===== src/shared/bco_pkg.sv =====
// constants, offsets and types shared by the breaker control output block
`default_nettype none
package bco_pkg;
  // time base
  localparam int CLK_PERIOD_NS  = 40;
  localparam int TICK_PERIOD_NS = 1000000;
  localparam int TICK_CYCLES    = TICK_PERIOD_NS / CLK_PERIOD_NS;
  localparam int TIME_W         = 16;

  // durations in milliseconds, counted in ticks
  localparam logic [15:0] OPER_PULSE_MS = 16'h0096;
  localparam logic [15:0] MIN_PULSE_MS  = 16'h0064;
  localparam logic [15:0] PULSE_MS_RST  = 16'h012c;
  localparam logic [15:0] SYNC_MS_RST   = 16'h03e8;

  // register map, byte addresses
  localparam int          ADDR_W      = 8;
  localparam logic [7:0] OFF_PULSE    = 8'h00;
  localparam logic [7:0] OFF_SYNC     = 8'h04;
  localparam logic [7:0] OFF_CMD      = 8'h08;
  localparam logic [7:0] OFF_STATUS   = 8'h0c;
  localparam logic [7:0] OFF_COUNT    = 8'h10;
  localparam logic [7:0] OFF_CNT_CLR  = 8'h14;
  localparam logic [7:0] OFF_IRQ_STAT = 8'h18;
  localparam logic [7:0] OFF_IRQ_CLR  = 8'h1c;
  localparam logic [7:0] OFF_IRQ_EN   = 8'h20;

  // command register fields
  localparam int CMD_VALUE_BIT = 0;
  localparam int CMD_SRC_BIT   = 1;

  // status register fields
  localparam int ST_STATE_LSB  = 0;
  localparam int ST_CLOSED_BIT = 2;
  localparam int ST_OPENED_BIT = 3;
  localparam int ST_OPEN_BIT   = 4;
  localparam int ST_CLOSE_BIT  = 5;
  localparam int ST_OPER_BIT   = 6;
  localparam int ST_SELF_BIT   = 7;
  localparam int ST_WAIT_BIT   = 8;

  // interrupt bits
  localparam int IRQ_W       = 4;
  localparam int IRQ_STATE   = 0;
  localparam int IRQ_SELF    = 1;
  localparam int IRQ_REFUSED = 2;
  localparam int IRQ_OPER    = 3;
  localparam logic [IRQ_W-1:0] IRQ_EN_RST = 4'h0;

  // synchronised pin inputs
  localparam int NPINS      = 8;
  localparam int PIN_CLOSED = 0;
  localparam int PIN_OPEN   = 1;
  localparam int PIN_SYNC   = 2;
  localparam int PIN_OPEN_P = 3;
  localparam int PIN_CLOS_P = 4;
  localparam int PIN_LOCAL  = 5;
  localparam int PIN_REMOTE = 6;
  localparam int PIN_EXT    = 7;

  // breaker state codes
  localparam logic [1:0] BRK_INTER = 2'h0;
  localparam logic [1:0] BRK_OFF   = 2'h1;
  localparam logic [1:0] BRK_ON    = 2'h2;
  localparam logic [1:0] BRK_BAD   = 2'h3;

  // axi responses
  localparam logic [1:0] RESP_OKAY   = 2'h0;
  localparam logic [1:0] RESP_SLVERR = 2'h2;

  typedef enum logic [1:0] {CMD_IDLE, CMD_SYNC_WAIT, CMD_OPEN, CMD_CLOSE} bco_cmd_e;
endpackage
`default_nettype wire


===== src/verilog/bco_top.sv =====
// breaker control outputs: command pulses, operation pulse and counter, state report
//
// Design decisions made here: the register offsets and register access over AXI4-Lite.
`default_nettype none
// What this block does
// - open request gives open pulse of set length
// - close request gives close pulse of set length
// - close waits sync; timeout fires synchro-switch trigger
// - any breaker operation gives 150 ms pulse, unless it falls in the cycle a running pulse ends
// - uncommanded state change flags unintended operation
// - filtered closed output from both feedbacks
// - filtered opened output from both feedbacks
// - counter increments on each operation pulse start
// - counter clears only on explicit request
// - state change emits four-valued status event
// - off/on command drives matching pulse if permitted
// - state code: closed,open bits as two-bit value
// - issue needs source, direction, and sync for close
// - pulse ends early on confirmation, not before 100 ms
// - zero sync wait at the close request never fires the trigger
module bco_top #(
  parameter int TICK_CYCLES = bco_pkg::TICK_CYCLES
) (
  // clock and reset
  input  wire logic                       aclk,
  input  wire logic                       aresetn,
  // axi4-lite write
  input  wire logic [bco_pkg::ADDR_W-1:0] s_axi_awaddr,
  input  wire logic                       s_axi_awvalid,
  output logic                            s_axi_awready,
  input  wire logic [31:0]                s_axi_wdata,
  input  wire logic [3:0]                 s_axi_wstrb,
  input  wire logic                       s_axi_wvalid,
  output logic                            s_axi_wready,
  output logic [1:0]                      s_axi_bresp,
  output logic                            s_axi_bvalid,
  input  wire logic                       s_axi_bready,
  // axi4-lite read
  input  wire logic [bco_pkg::ADDR_W-1:0] s_axi_araddr,
  input  wire logic                       s_axi_arvalid,
  output logic                            s_axi_arready,
  output logic [31:0]                     s_axi_rdata,
  output logic [1:0]                      s_axi_rresp,
  output logic                            s_axi_rvalid,
  input  wire logic                       s_axi_rready,
  // breaker feedback and permits (asynchronous pins)
  input  wire logic                       closed_feedback,
  input  wire logic                       open_feedback,
  input  wire logic                       sync_permit,
  input  wire logic                       open_permit,
  input  wire logic                       close_permit,
  input  wire logic                       local_enable,
  input  wire logic                       remote_enable,
  input  wire logic                       external_switching_flag,
  // breaker commands
  output logic                            open_pulse,
  output logic                            close_pulse,
  output logic                            sync_switch_trigger,
  output logic                            operation_pulse,
  // status
  output logic                            unintended_operation,
  output logic                            closed_state,
  output logic                            opened_state,
  output logic                            state_event,
  output logic [1:0]                      state_event_value,
  output logic                            irq
);
  logic                       tick;
  logic                       wr_en, wr_err, rd_err;
  logic [bco_pkg::ADDR_W-1:0] wr_addr, rd_addr;
  logic [31:0]                wr_data, rd_data, wmask;
  logic [3:0]                 wr_strb;

  bco_tick #(.TICK_CYCLES(TICK_CYCLES)) u_tick (
    .aclk    (aclk),
    .aresetn (aresetn),
    .tick    (tick)
  );

  bco_axil u_axil (
    .aclk    (aclk),
    .aresetn (aresetn),
    .awaddr  (s_axi_awaddr),
    .awvalid (s_axi_awvalid),
    .awready (s_axi_awready),
    .wdata   (s_axi_wdata),
    .wstrb   (s_axi_wstrb),
    .wvalid  (s_axi_wvalid),
    .wready  (s_axi_wready),
    .bresp   (s_axi_bresp),
    .bvalid  (s_axi_bvalid),
    .bready  (s_axi_bready),
    .araddr  (s_axi_araddr),
    .arvalid (s_axi_arvalid),
    .arready (s_axi_arready),
    .rdata   (s_axi_rdata),
    .rresp   (s_axi_rresp),
    .rvalid  (s_axi_rvalid),
    .rready  (s_axi_rready),
    .wr_en   (wr_en),
    .wr_addr (wr_addr),
    .wr_data (wr_data),
    .wr_strb (wr_strb),
    .wr_err  (wr_err),
    .rd_addr (rd_addr),
    .rd_data (rd_data),
    .rd_err  (rd_err)
  );

  // two-stage synchronisers for every pin
  logic [bco_pkg::NPINS-1:0] pin_raw, meta_q, sync_q;
  assign pin_raw = {external_switching_flag, remote_enable, local_enable, close_permit,
                    open_permit, sync_permit, open_feedback, closed_feedback};
  genvar gi;
  generate
    for (gi = 0; gi < bco_pkg::NPINS; gi++) begin : g_sync
      always_ff @(posedge aclk) begin
        meta_q[gi] <= pin_raw[gi];
        sync_q[gi] <= meta_q[gi];
      end
    end
  endgenerate

  logic [1:0] br_state;
  assign br_state = {sync_q[bco_pkg::PIN_CLOSED], sync_q[bco_pkg::PIN_OPEN]};

  // state
  bco_pkg::bco_cmd_e          cmd_q, cmd_d;
  logic [bco_pkg::TIME_W-1:0] ms_q, ms_d, oper_ms_q, oper_ms_d;
  logic [bco_pkg::TIME_W-1:0] pulse_cfg_q, pulse_cfg_d, sync_cfg_q, sync_cfg_d;
  logic                       open_q, open_d, close_q, close_d, trig_q, trig_d;
  logic                       oper_q, oper_d, self_q, self_d;
  logic                       cmd_arm_q, cmd_arm_d, ext_arm_q, ext_arm_d;
  logic                       closed_q, closed_d, opened_q, opened_d;
  logic                       evt_q, evt_d;
  logic [1:0]                 evt_val_q, evt_val_d, prev_q, prev_d, last_valid_q, last_valid_d;
  logic [bco_pkg::IRQ_W-1:0]  irq_stat_q, irq_stat_d, irq_en_q, irq_en_d, irq_set;
  logic [31:0]                count_q, count_d;

  // decode helpers
  logic cmd_req, is_on, src_ok, dir_ok, sync_ok, confirm, pulse_done, oper_evt, valid;

  always_comb begin
    wmask   = {{8{wr_strb[3]}}, {8{wr_strb[2]}}, {8{wr_strb[1]}}, {8{wr_strb[0]}}};
    cmd_req = wr_en && (wr_addr == bco_pkg::OFF_CMD) && wr_strb[0];
    is_on   = wr_data[bco_pkg::CMD_VALUE_BIT];
    src_ok  = wr_data[bco_pkg::CMD_SRC_BIT] ? sync_q[bco_pkg::PIN_REMOTE] : sync_q[bco_pkg::PIN_LOCAL];
    dir_ok  = is_on ? sync_q[bco_pkg::PIN_CLOS_P] : sync_q[bco_pkg::PIN_OPEN_P];
    sync_ok = sync_q[bco_pkg::PIN_SYNC];
    valid   = (br_state == bco_pkg::BRK_OFF) || (br_state == bco_pkg::BRK_ON);
    // first valid state after reset is not an operation
    oper_evt = valid && (last_valid_q != bco_pkg::BRK_INTER) && (br_state != last_valid_q);
    confirm  = (cmd_q == bco_pkg::CMD_OPEN) ? (br_state == bco_pkg::BRK_OFF)
                                             : (br_state == bco_pkg::BRK_ON);
    pulse_done = (ms_q >= pulse_cfg_q) || (confirm && ms_q >= bco_pkg::MIN_PULSE_MS);

    cmd_d        = cmd_q;
    ms_d         = (tick && ms_q != '1) ? ms_q + 1'b1 : ms_q;
    open_d       = open_q;
    close_d      = close_q;
    trig_d       = 1'b0;
    cmd_arm_d    = cmd_arm_q;
    ext_arm_d    = ext_arm_q;
    self_d       = self_q;
    oper_d       = oper_q;
    oper_ms_d    = oper_ms_q;
    count_d      = count_q;
    closed_d     = closed_q;
    opened_d     = opened_q;
    prev_d       = br_state;
    last_valid_d = valid ? br_state : last_valid_q;
    evt_d        = (br_state != prev_q);
    evt_val_d    = evt_d ? br_state : evt_val_q;
    irq_set      = '0;
    pulse_cfg_d  = pulse_cfg_q;
    sync_cfg_d   = sync_cfg_q;
    irq_en_d     = irq_en_q;

    // command sequencer; requests while busy are refused
    case (cmd_q)
      bco_pkg::CMD_IDLE: begin
        if (cmd_req) begin
          ms_d = '0;
          if (!(src_ok && dir_ok)) begin
            irq_set[bco_pkg::IRQ_REFUSED] = 1'b1;
          end else if (!is_on) begin
            cmd_d  = bco_pkg::CMD_OPEN;
            open_d = 1'b1;
          end else if (sync_ok) begin
            cmd_d   = bco_pkg::CMD_CLOSE;
            close_d = 1'b1;
          end else if (sync_cfg_q == '0) begin
            irq_set[bco_pkg::IRQ_REFUSED] = 1'b1;
          end else begin
            cmd_d = bco_pkg::CMD_SYNC_WAIT;
          end
        end
      end
      bco_pkg::CMD_SYNC_WAIT: begin
        if (sync_ok) begin
          cmd_d   = bco_pkg::CMD_CLOSE;
          close_d = 1'b1;
          ms_d    = '0;
        end else if (ms_q >= sync_cfg_q) begin
          trig_d = 1'b1;
          cmd_d  = bco_pkg::CMD_IDLE;
        end
        if (cmd_req) irq_set[bco_pkg::IRQ_REFUSED] = 1'b1;
      end
      bco_pkg::CMD_OPEN, bco_pkg::CMD_CLOSE: begin
        if (pulse_done) begin
          open_d  = 1'b0;
          close_d = 1'b0;
          cmd_d   = bco_pkg::CMD_IDLE;
        end
        if (cmd_req) irq_set[bco_pkg::IRQ_REFUSED] = 1'b1;
      end
      default: begin
        cmd_d   = bco_pkg::CMD_IDLE;
        open_d  = 1'b0;
        close_d = 1'b0;
      end
    endcase

    // operation pulse, counter and unintended-operation check
    if (oper_q && tick) begin
      oper_ms_d = oper_ms_q + 1'b1;
      if (oper_ms_q == bco_pkg::OPER_PULSE_MS - 1'b1) oper_d = 1'b0;
    end
    if (wr_en && wr_addr == bco_pkg::OFF_CNT_CLR) count_d = '0;
    if (oper_evt) begin
      irq_set[bco_pkg::IRQ_OPER] = 1'b1;
      oper_ms_d = '0;
      if (!oper_q) begin
        oper_d  = 1'b1;
        count_d = count_d + 1'b1;
      end
      self_d    = !(cmd_arm_q || ext_arm_q);
      cmd_arm_d = 1'b0;
      ext_arm_d = 1'b0;
      if (!(cmd_arm_q || ext_arm_q)) irq_set[bco_pkg::IRQ_SELF] = 1'b1;
    end
    // arming after consumption so a fresh command is never lost
    if (open_d && !open_q || close_d && !close_q) cmd_arm_d = 1'b1;
    if (sync_q[bco_pkg::PIN_EXT]) ext_arm_d = 1'b1;

    // filtered position holds through intermediate and bad states
    if (br_state == bco_pkg::BRK_ON) begin
      closed_d = 1'b1;
      opened_d = 1'b0;
    end else if (br_state == bco_pkg::BRK_OFF) begin
      closed_d = 1'b0;
      opened_d = 1'b1;
    end
    if (evt_d) irq_set[bco_pkg::IRQ_STATE] = 1'b1;

    // register writes
    if (wr_en && wr_addr == bco_pkg::OFF_PULSE) pulse_cfg_d = (pulse_cfg_q & ~wmask[15:0]) | (wr_data[15:0] & wmask[15:0]);
    if (wr_en && wr_addr == bco_pkg::OFF_SYNC)  sync_cfg_d  = (sync_cfg_q & ~wmask[15:0]) | (wr_data[15:0] & wmask[15:0]);
    if (wr_en && wr_addr == bco_pkg::OFF_IRQ_EN && wr_strb[0]) irq_en_d = wr_data[bco_pkg::IRQ_W-1:0];
    // set wins over clear
    irq_stat_d = irq_stat_q;
    if (wr_en && wr_addr == bco_pkg::OFF_IRQ_CLR && wr_strb[0]) irq_stat_d = irq_stat_d & ~wr_data[bco_pkg::IRQ_W-1:0];
    irq_stat_d = irq_stat_d | irq_set;

    wr_err = !(wr_addr inside {bco_pkg::OFF_PULSE, bco_pkg::OFF_SYNC, bco_pkg::OFF_CMD,
                               bco_pkg::OFF_CNT_CLR, bco_pkg::OFF_IRQ_CLR, bco_pkg::OFF_IRQ_EN});
  end

  // read mux
  always_comb begin
    rd_data = '0;
    rd_err  = 1'b0;
    case (rd_addr)
      bco_pkg::OFF_PULSE:    rd_data[15:0] = pulse_cfg_q;
      bco_pkg::OFF_SYNC:     rd_data[15:0] = sync_cfg_q;
      bco_pkg::OFF_STATUS: begin
        rd_data[bco_pkg::ST_STATE_LSB +: 2] = br_state;
        rd_data[bco_pkg::ST_CLOSED_BIT]     = closed_q;
        rd_data[bco_pkg::ST_OPENED_BIT]     = opened_q;
        rd_data[bco_pkg::ST_OPEN_BIT]       = open_q;
        rd_data[bco_pkg::ST_CLOSE_BIT]      = close_q;
        rd_data[bco_pkg::ST_OPER_BIT]       = oper_q;
        rd_data[bco_pkg::ST_SELF_BIT]       = self_q;
        rd_data[bco_pkg::ST_WAIT_BIT]       = (cmd_q == bco_pkg::CMD_SYNC_WAIT);
      end
      bco_pkg::OFF_COUNT:    rd_data = count_q;
      bco_pkg::OFF_IRQ_STAT: rd_data[bco_pkg::IRQ_W-1:0] = irq_stat_q;
      bco_pkg::OFF_IRQ_EN:   rd_data[bco_pkg::IRQ_W-1:0] = irq_en_q;
      bco_pkg::OFF_CMD, bco_pkg::OFF_CNT_CLR, bco_pkg::OFF_IRQ_CLR: rd_data = '0;
      default:               rd_err = 1'b1;
    endcase
  end

  always_ff @(posedge aclk) begin
    if (!aresetn) begin
      cmd_q        <= bco_pkg::CMD_IDLE;
      ms_q         <= '0;
      open_q       <= 1'b0;
      close_q      <= 1'b0;
      trig_q       <= 1'b0;
      oper_q       <= 1'b0;
      oper_ms_q    <= '0;
      self_q       <= 1'b0;
      cmd_arm_q    <= 1'b0;
      ext_arm_q    <= 1'b0;
      closed_q     <= 1'b0;
      opened_q     <= 1'b0;
      evt_q        <= 1'b0;
      evt_val_q    <= bco_pkg::BRK_INTER;
      prev_q       <= br_state; // no false event at release
      last_valid_q <= bco_pkg::BRK_INTER;
      irq_stat_q   <= '0;
      irq_en_q     <= bco_pkg::IRQ_EN_RST;
      pulse_cfg_q  <= bco_pkg::PULSE_MS_RST;
      sync_cfg_q   <= bco_pkg::SYNC_MS_RST;
    end else begin
      cmd_q        <= cmd_d;
      ms_q         <= ms_d;
      open_q       <= open_d;
      close_q      <= close_d;
      trig_q       <= trig_d;
      oper_q       <= oper_d;
      oper_ms_q    <= oper_ms_d;
      self_q       <= self_d;
      cmd_arm_q    <= cmd_arm_d;
      ext_arm_q    <= ext_arm_d;
      closed_q     <= closed_d;
      opened_q     <= opened_d;
      evt_q        <= evt_d;
      evt_val_q    <= evt_val_d;
      prev_q       <= prev_d;
      last_valid_q <= last_valid_d;
      irq_stat_q   <= irq_stat_d;
      irq_en_q     <= irq_en_d;
      pulse_cfg_q  <= pulse_cfg_d;
      sync_cfg_q   <= sync_cfg_d;
    end
  end

  // counter survives reset; only software clears it
  always_ff @(posedge aclk) begin
    count_q <= count_d;
  end

  assign open_pulse           = open_q;
  assign close_pulse          = close_q;
  assign sync_switch_trigger  = trig_q;
  assign operation_pulse      = oper_q;
  assign unintended_operation = self_q;
  assign closed_state         = closed_q;
  assign opened_state         = opened_q;
  assign state_event          = evt_q;
  assign state_event_value    = evt_val_q;
  assign irq                  = |(irq_stat_q & irq_en_q);
endmodule
`default_nettype wire


===== src/verilog/bco_tick.sv =====
// one millisecond tick generator
`default_nettype none
module bco_tick #(
  parameter int TICK_CYCLES = bco_pkg::TICK_CYCLES
) (
  // clock and reset
  input  wire logic aclk,
  input  wire logic aresetn,
  // tick out
  output logic      tick
);
  localparam int CW = $clog2(TICK_CYCLES + 1);
  localparam logic [CW-1:0] LAST = CW'(TICK_CYCLES - 1);

  logic [CW-1:0] cnt_q;
  logic [CW-1:0] cnt_d;
  logic          tick_q;
  logic          tick_d;

  always_comb begin
    tick_d = (cnt_q == LAST);
    cnt_d  = tick_d ? '0 : cnt_q + 1'b1;
  end

  always_ff @(posedge aclk) begin
    if (!aresetn) begin
      cnt_q  <= '0;
      tick_q <= 1'b0;
    end else begin
      cnt_q  <= cnt_d;
      tick_q <= tick_d;
    end
  end

  assign tick = tick_q;
endmodule
`default_nettype wire


===== src/verilog/bco_axil.sv =====
// axi4-lite slave front end: one write and one read at a time
`default_nettype none
module bco_axil (
  // clock and reset
  input  wire logic                       aclk,
  input  wire logic                       aresetn,
  // write address and data
  input  wire logic [bco_pkg::ADDR_W-1:0] awaddr,
  input  wire logic                       awvalid,
  output logic                            awready,
  input  wire logic [31:0]                wdata,
  input  wire logic [3:0]                 wstrb,
  input  wire logic                       wvalid,
  output logic                            wready,
  // write response
  output logic [1:0]                      bresp,
  output logic                            bvalid,
  input  wire logic                       bready,
  // read
  input  wire logic [bco_pkg::ADDR_W-1:0] araddr,
  input  wire logic                       arvalid,
  output logic                            arready,
  output logic [31:0]                     rdata,
  output logic [1:0]                      rresp,
  output logic                            rvalid,
  input  wire logic                       rready,
  // register file side
  output logic                            wr_en,
  output logic [bco_pkg::ADDR_W-1:0]      wr_addr,
  output logic [31:0]                     wr_data,
  output logic [3:0]                      wr_strb,
  input  wire logic                       wr_err,
  output logic [bco_pkg::ADDR_W-1:0]      rd_addr,
  input  wire logic [31:0]                rd_data,
  input  wire logic                       rd_err
);
  logic                       aw_have_q, aw_have_d, w_have_q, w_have_d;
  logic                       bvalid_q, bvalid_d, rvalid_q, rvalid_d;
  logic [bco_pkg::ADDR_W-1:0] awaddr_q, awaddr_d;
  logic [31:0]                wdata_q, wdata_d, rdata_q, rdata_d;
  logic [3:0]                 wstrb_q, wstrb_d;
  logic [1:0]                 bresp_q, bresp_d, rresp_q, rresp_d;

  always_comb begin
    awready   = !aw_have_q && !bvalid_q;
    wready    = !w_have_q && !bvalid_q;
    arready   = !rvalid_q;
    wr_en     = aw_have_q && w_have_q && !bvalid_q;
    aw_have_d = aw_have_q;
    w_have_d  = w_have_q;
    awaddr_d  = awaddr_q;
    wdata_d   = wdata_q;
    wstrb_d   = wstrb_q;
    bvalid_d  = bvalid_q;
    bresp_d   = bresp_q;
    rvalid_d  = rvalid_q;
    rdata_d   = rdata_q;
    rresp_d   = rresp_q;
    if (awvalid && awready) begin
      aw_have_d = 1'b1;
      awaddr_d  = awaddr;
    end
    if (wvalid && wready) begin
      w_have_d = 1'b1;
      wdata_d  = wdata;
      wstrb_d  = wstrb;
    end
    if (wr_en) begin
      aw_have_d = 1'b0;
      w_have_d  = 1'b0;
      bvalid_d  = 1'b1;
      bresp_d   = wr_err ? bco_pkg::RESP_SLVERR : bco_pkg::RESP_OKAY;
    end else if (bvalid_q && bready) begin
      bvalid_d = 1'b0;
    end
    if (arvalid && arready) begin
      rvalid_d = 1'b1;
      rdata_d  = rd_data;
      rresp_d  = rd_err ? bco_pkg::RESP_SLVERR : bco_pkg::RESP_OKAY;
    end else if (rvalid_q && rready) begin
      rvalid_d = 1'b0;
    end
  end

  always_ff @(posedge aclk) begin
    if (!aresetn) begin
      aw_have_q <= 1'b0;
      w_have_q  <= 1'b0;
      bvalid_q  <= 1'b0;
      rvalid_q  <= 1'b0;
      awaddr_q  <= '0;
      wdata_q   <= '0;
      wstrb_q   <= '0;
      bresp_q   <= bco_pkg::RESP_OKAY;
      rdata_q   <= '0;
      rresp_q   <= bco_pkg::RESP_OKAY;
    end else begin
      aw_have_q <= aw_have_d;
      w_have_q  <= w_have_d;
      bvalid_q  <= bvalid_d;
      rvalid_q  <= rvalid_d;
      awaddr_q  <= awaddr_d;
      wdata_q   <= wdata_d;
      wstrb_q   <= wstrb_d;
      bresp_q   <= bresp_d;
      rdata_q   <= rdata_d;
      rresp_q   <= rresp_d;
    end
  end

  assign wr_addr = awaddr_q;
  assign wr_data = wdata_q;
  assign wr_strb = wstrb_q;
  assign rd_addr = araddr;
  assign bvalid  = bvalid_q;
  assign bresp   = bresp_q;
  assign rvalid  = rvalid_q;
  assign rdata   = rdata_q;
  assign rresp   = rresp_q;
endmodule
`default_nettype wire


===== config.mk =====
export PLATFORM = sky130hd
export DESIGN_NAME = bco_top
export DESIGN_NICKNAME = d
export VERILOG_FILES = /design/src/shared/bco_pkg.sv /design/src/verilog/bco_top.sv /design/src/verilog/bco_tick.sv /design/src/verilog/bco_axil.sv
export SDC_FILE = /design/constraint.sdc
export NUM_CORES = 1
export LEC_CHECK = 0
export ABC_AREA = 1
export BUFFER_PORTS_ARGS = -buffer_cell sky130_fd_sc_hd__buf_2
export CAP_MARGIN = 20
export CELL_PAD_IN_SITES_DETAIL_PLACEMENT = 1
export CELL_PAD_IN_SITES_GLOBAL_PLACEMENT = 1
export CORE_MARGIN = 8
export CORE_UTILIZATION = 30
export DETAILED_ROUTE_END_ITERATION = 6
export PLACE_DENSITY_LB_ADDON = 0.15
export SETUP_SLACK_MARGIN = 0.02
export SYNTH_ARGS = -nofsm -noshare
export SYNTH_HDL_FRONTEND = slang
export SYNTH_HIERARCHICAL = 1
export SYNTH_SLANG_ARGS = --single-unit

===== constraint.sdc =====
create_clock -name aclk -period 7.42 [get_ports aclk]
set_input_delay 1.113 -clock aclk [delete_from_list [all_inputs] [get_ports aclk]]
set_output_delay 1.113 -clock aclk [all_outputs]
set_load 0.01 [all_outputs]

==> impl_metrics.yaml <==
floorplan:
  num_rows: 70
  ioPinCount: 119
  dieArea_mm2: 0.04293
  die_w_um: 207.2
  core_area_mm2: 0.03635
  die-height_um: 207.2
  start_util_pct: 30.17
sta:
  fin_setup_tns_ps: 0
  max_freq_mhz: 300.3
  fin_ws_ps: 4090
  setup_viol_count_final: 0
  timing_worst_slew_pin_value_ps: 935.5
  fin_crit_sh_pct: 44.88
  min_period_ps: 3330
  rsz0062_at_grt: "no"
  slew_headroom_pct: 37.40
  drv_slew: 0
  clock_skew_ps: 13.80
  hold_viol: 0
layout:
  layout_commonest_cell: "nor2_1"
  antennaDiodeCount: 0
  fin_nets: 1711
  fill_cells: 4534
  layout-drive-gt1-share_pct: 13.12
  most-common-layout-cells: "nor2_1, nand2_1, inv_1"
  multiInputGateArea_mm2: 0.005368
  synthToLayoutAreaGrowth_pct: 15.81
  seq_area_mm2: 0.004364
  fin_util_pct: 34.94
  final_area_mm2: 0.01270
clock_tree:
  cts_hold_buf: 0
  cts_inserted_buffers: 27
  cts.path.max_buffers: 3
  postCtsResizedCells: 0
  cts_num_sinks: 218
  clkTransAtPathRegs_ps: 60
  h-tree-depth: 1
  clkLatencyLatePin_ps: 550
  root_buffer: "clkbuf_16"
  cts_tree: "built"
  postCtsSetupBuffers: 0
placement:
  post_dp_cell_area_mm2: 0.01174
  io_buffers: 98
  dpl.hpwl_um: 25910
  place_ws_ps: 3927
  place_congestion: 0.8452
grt:
  gr-total-overflow: 0
  antenna_found_initial: 2
  track_usage_pct: 15.38
  grt_max_degree: 61
  grt_pass1_wl_um: 54730
  grt_pass1_vias: 10099
detailed_routing:
  wl_per_cell_um: 16.15
  drc_errors: 0
  dr.pass1.iters: 4
  ant_nets: 0
  drtIter0Drc: 347
  viasPerCell: 4.708
  routed_wl_um: 33790
  via_count: 9849
setup_path:
  critPathMaxStageDelay_ps: 430
  crit_path_top_delay_cell: "dfxtp_1"
  critPathMaxFanout: 21
  endpoint_kind: "register"
  setup.worst_path.class: "register to register"
  r2r-start: "u_axil/bvalid"
  cp.arrival_ps: 3770
  critPathBufInv: 4
  critical-path-top-delay-family: "simple AND/OR/NAND/NOR gates"
  path_cells: "inv_1 > nand3_1 > inv_1 > nand3_2 > inv_2 > nor2_1 > ha_1 > nand2_1 > nor3_1 > nand3_1 > nor2_4 > nand3_2 > nor2_4 > nand3_4 > nor2_4 > xor2_1 > inv_1"
  required_ps: 7860
  start_kind: "register"
  setup.worst_path.start: "u_axil/bvalid"
pwr:
  powerDensity_mw_per_mm2: 240.7
  irDropWorstVdd_v: 0.0001292
  p_leak_uw: 0.005702
yosys:
  synthCells: 1532
  yosysWarningCount: 6
  synth_area_mm2: 0.01097
  avgSynthCellArea_um2: 7.158
job:
  maxCapViolations: 0
status:
  outcome: "complete, no violations"
worst_hold_path:
  hold_path_startpoint: "meta_q[1]"
  hold_class: "register to register"
## metal layers
| metal | global-route usage [%] | routed length (um) |
|---|---|---|
| met5 | 0 | 29 |
| met4 | 3.747 | 805 |
| met3 | 3.170 | 1432 |
| met2 | 24.46 | 14510 |
| met1 | 21.04 | 17020 |
## per-stage QoR
| step | power (uW) | instances | hold slack (ps) |
|---|---|---|---|
| 2_1_floorplan | 1582 | 1533 | 309.6 |
| 3_3_place_gp | 1690 | 2042 | 315.8 |
| 3_5_place_dp | 1699 | 2042 | 315.3 |
| 4_1_cts | 3110 | 2092 | 329.5 |
| 5_1_grt | 3214 | 2092 | 333.7 |
| 6_report | 3057 | 2092 | 326.8 |
## worst paths after layout
kind	to	slack (ps)	cells after the start
max	count_q[22]	4090	17
min	br_state[0]	330	0
max reg2reg	count_q[22]	4090	17
min reg2reg	br_state[0]	330	0
## worst reg2reg max path, stage by stage, from the launching register on
cell	delay, ps
dfxtp_1	430
inv_1	120
nand3_1	170
inv_1	190
nand3_2	280
inv_2	280
nor2_1	220
ha_1	220
nand2_1	60
nor3_1	130
nand3_1	140
nor2_4	150
nand3_2	180
nor2_4	170
nand3_4	130
nor2_4	140
xor2_1	150
inv_1	50
## layout make-up
class	instances	share of cell area [%]
clock buffer	40	6.571
clock inverter	10	0.9754
timing repair buffer	101	4.059
multi-input combinational	1013	42.27
sequential	218	34.36
tap	468	4.611
inverter	242	7.153
## power breakdown
group	switching [uW]	total, uW	leakage, uW	internal, uW
combinational	241	363	0.00345	122
clock	540	1390	0.000472	849
sequential	58.8	1310	0.00178	1250
Power figures use the tool's default switching activity.
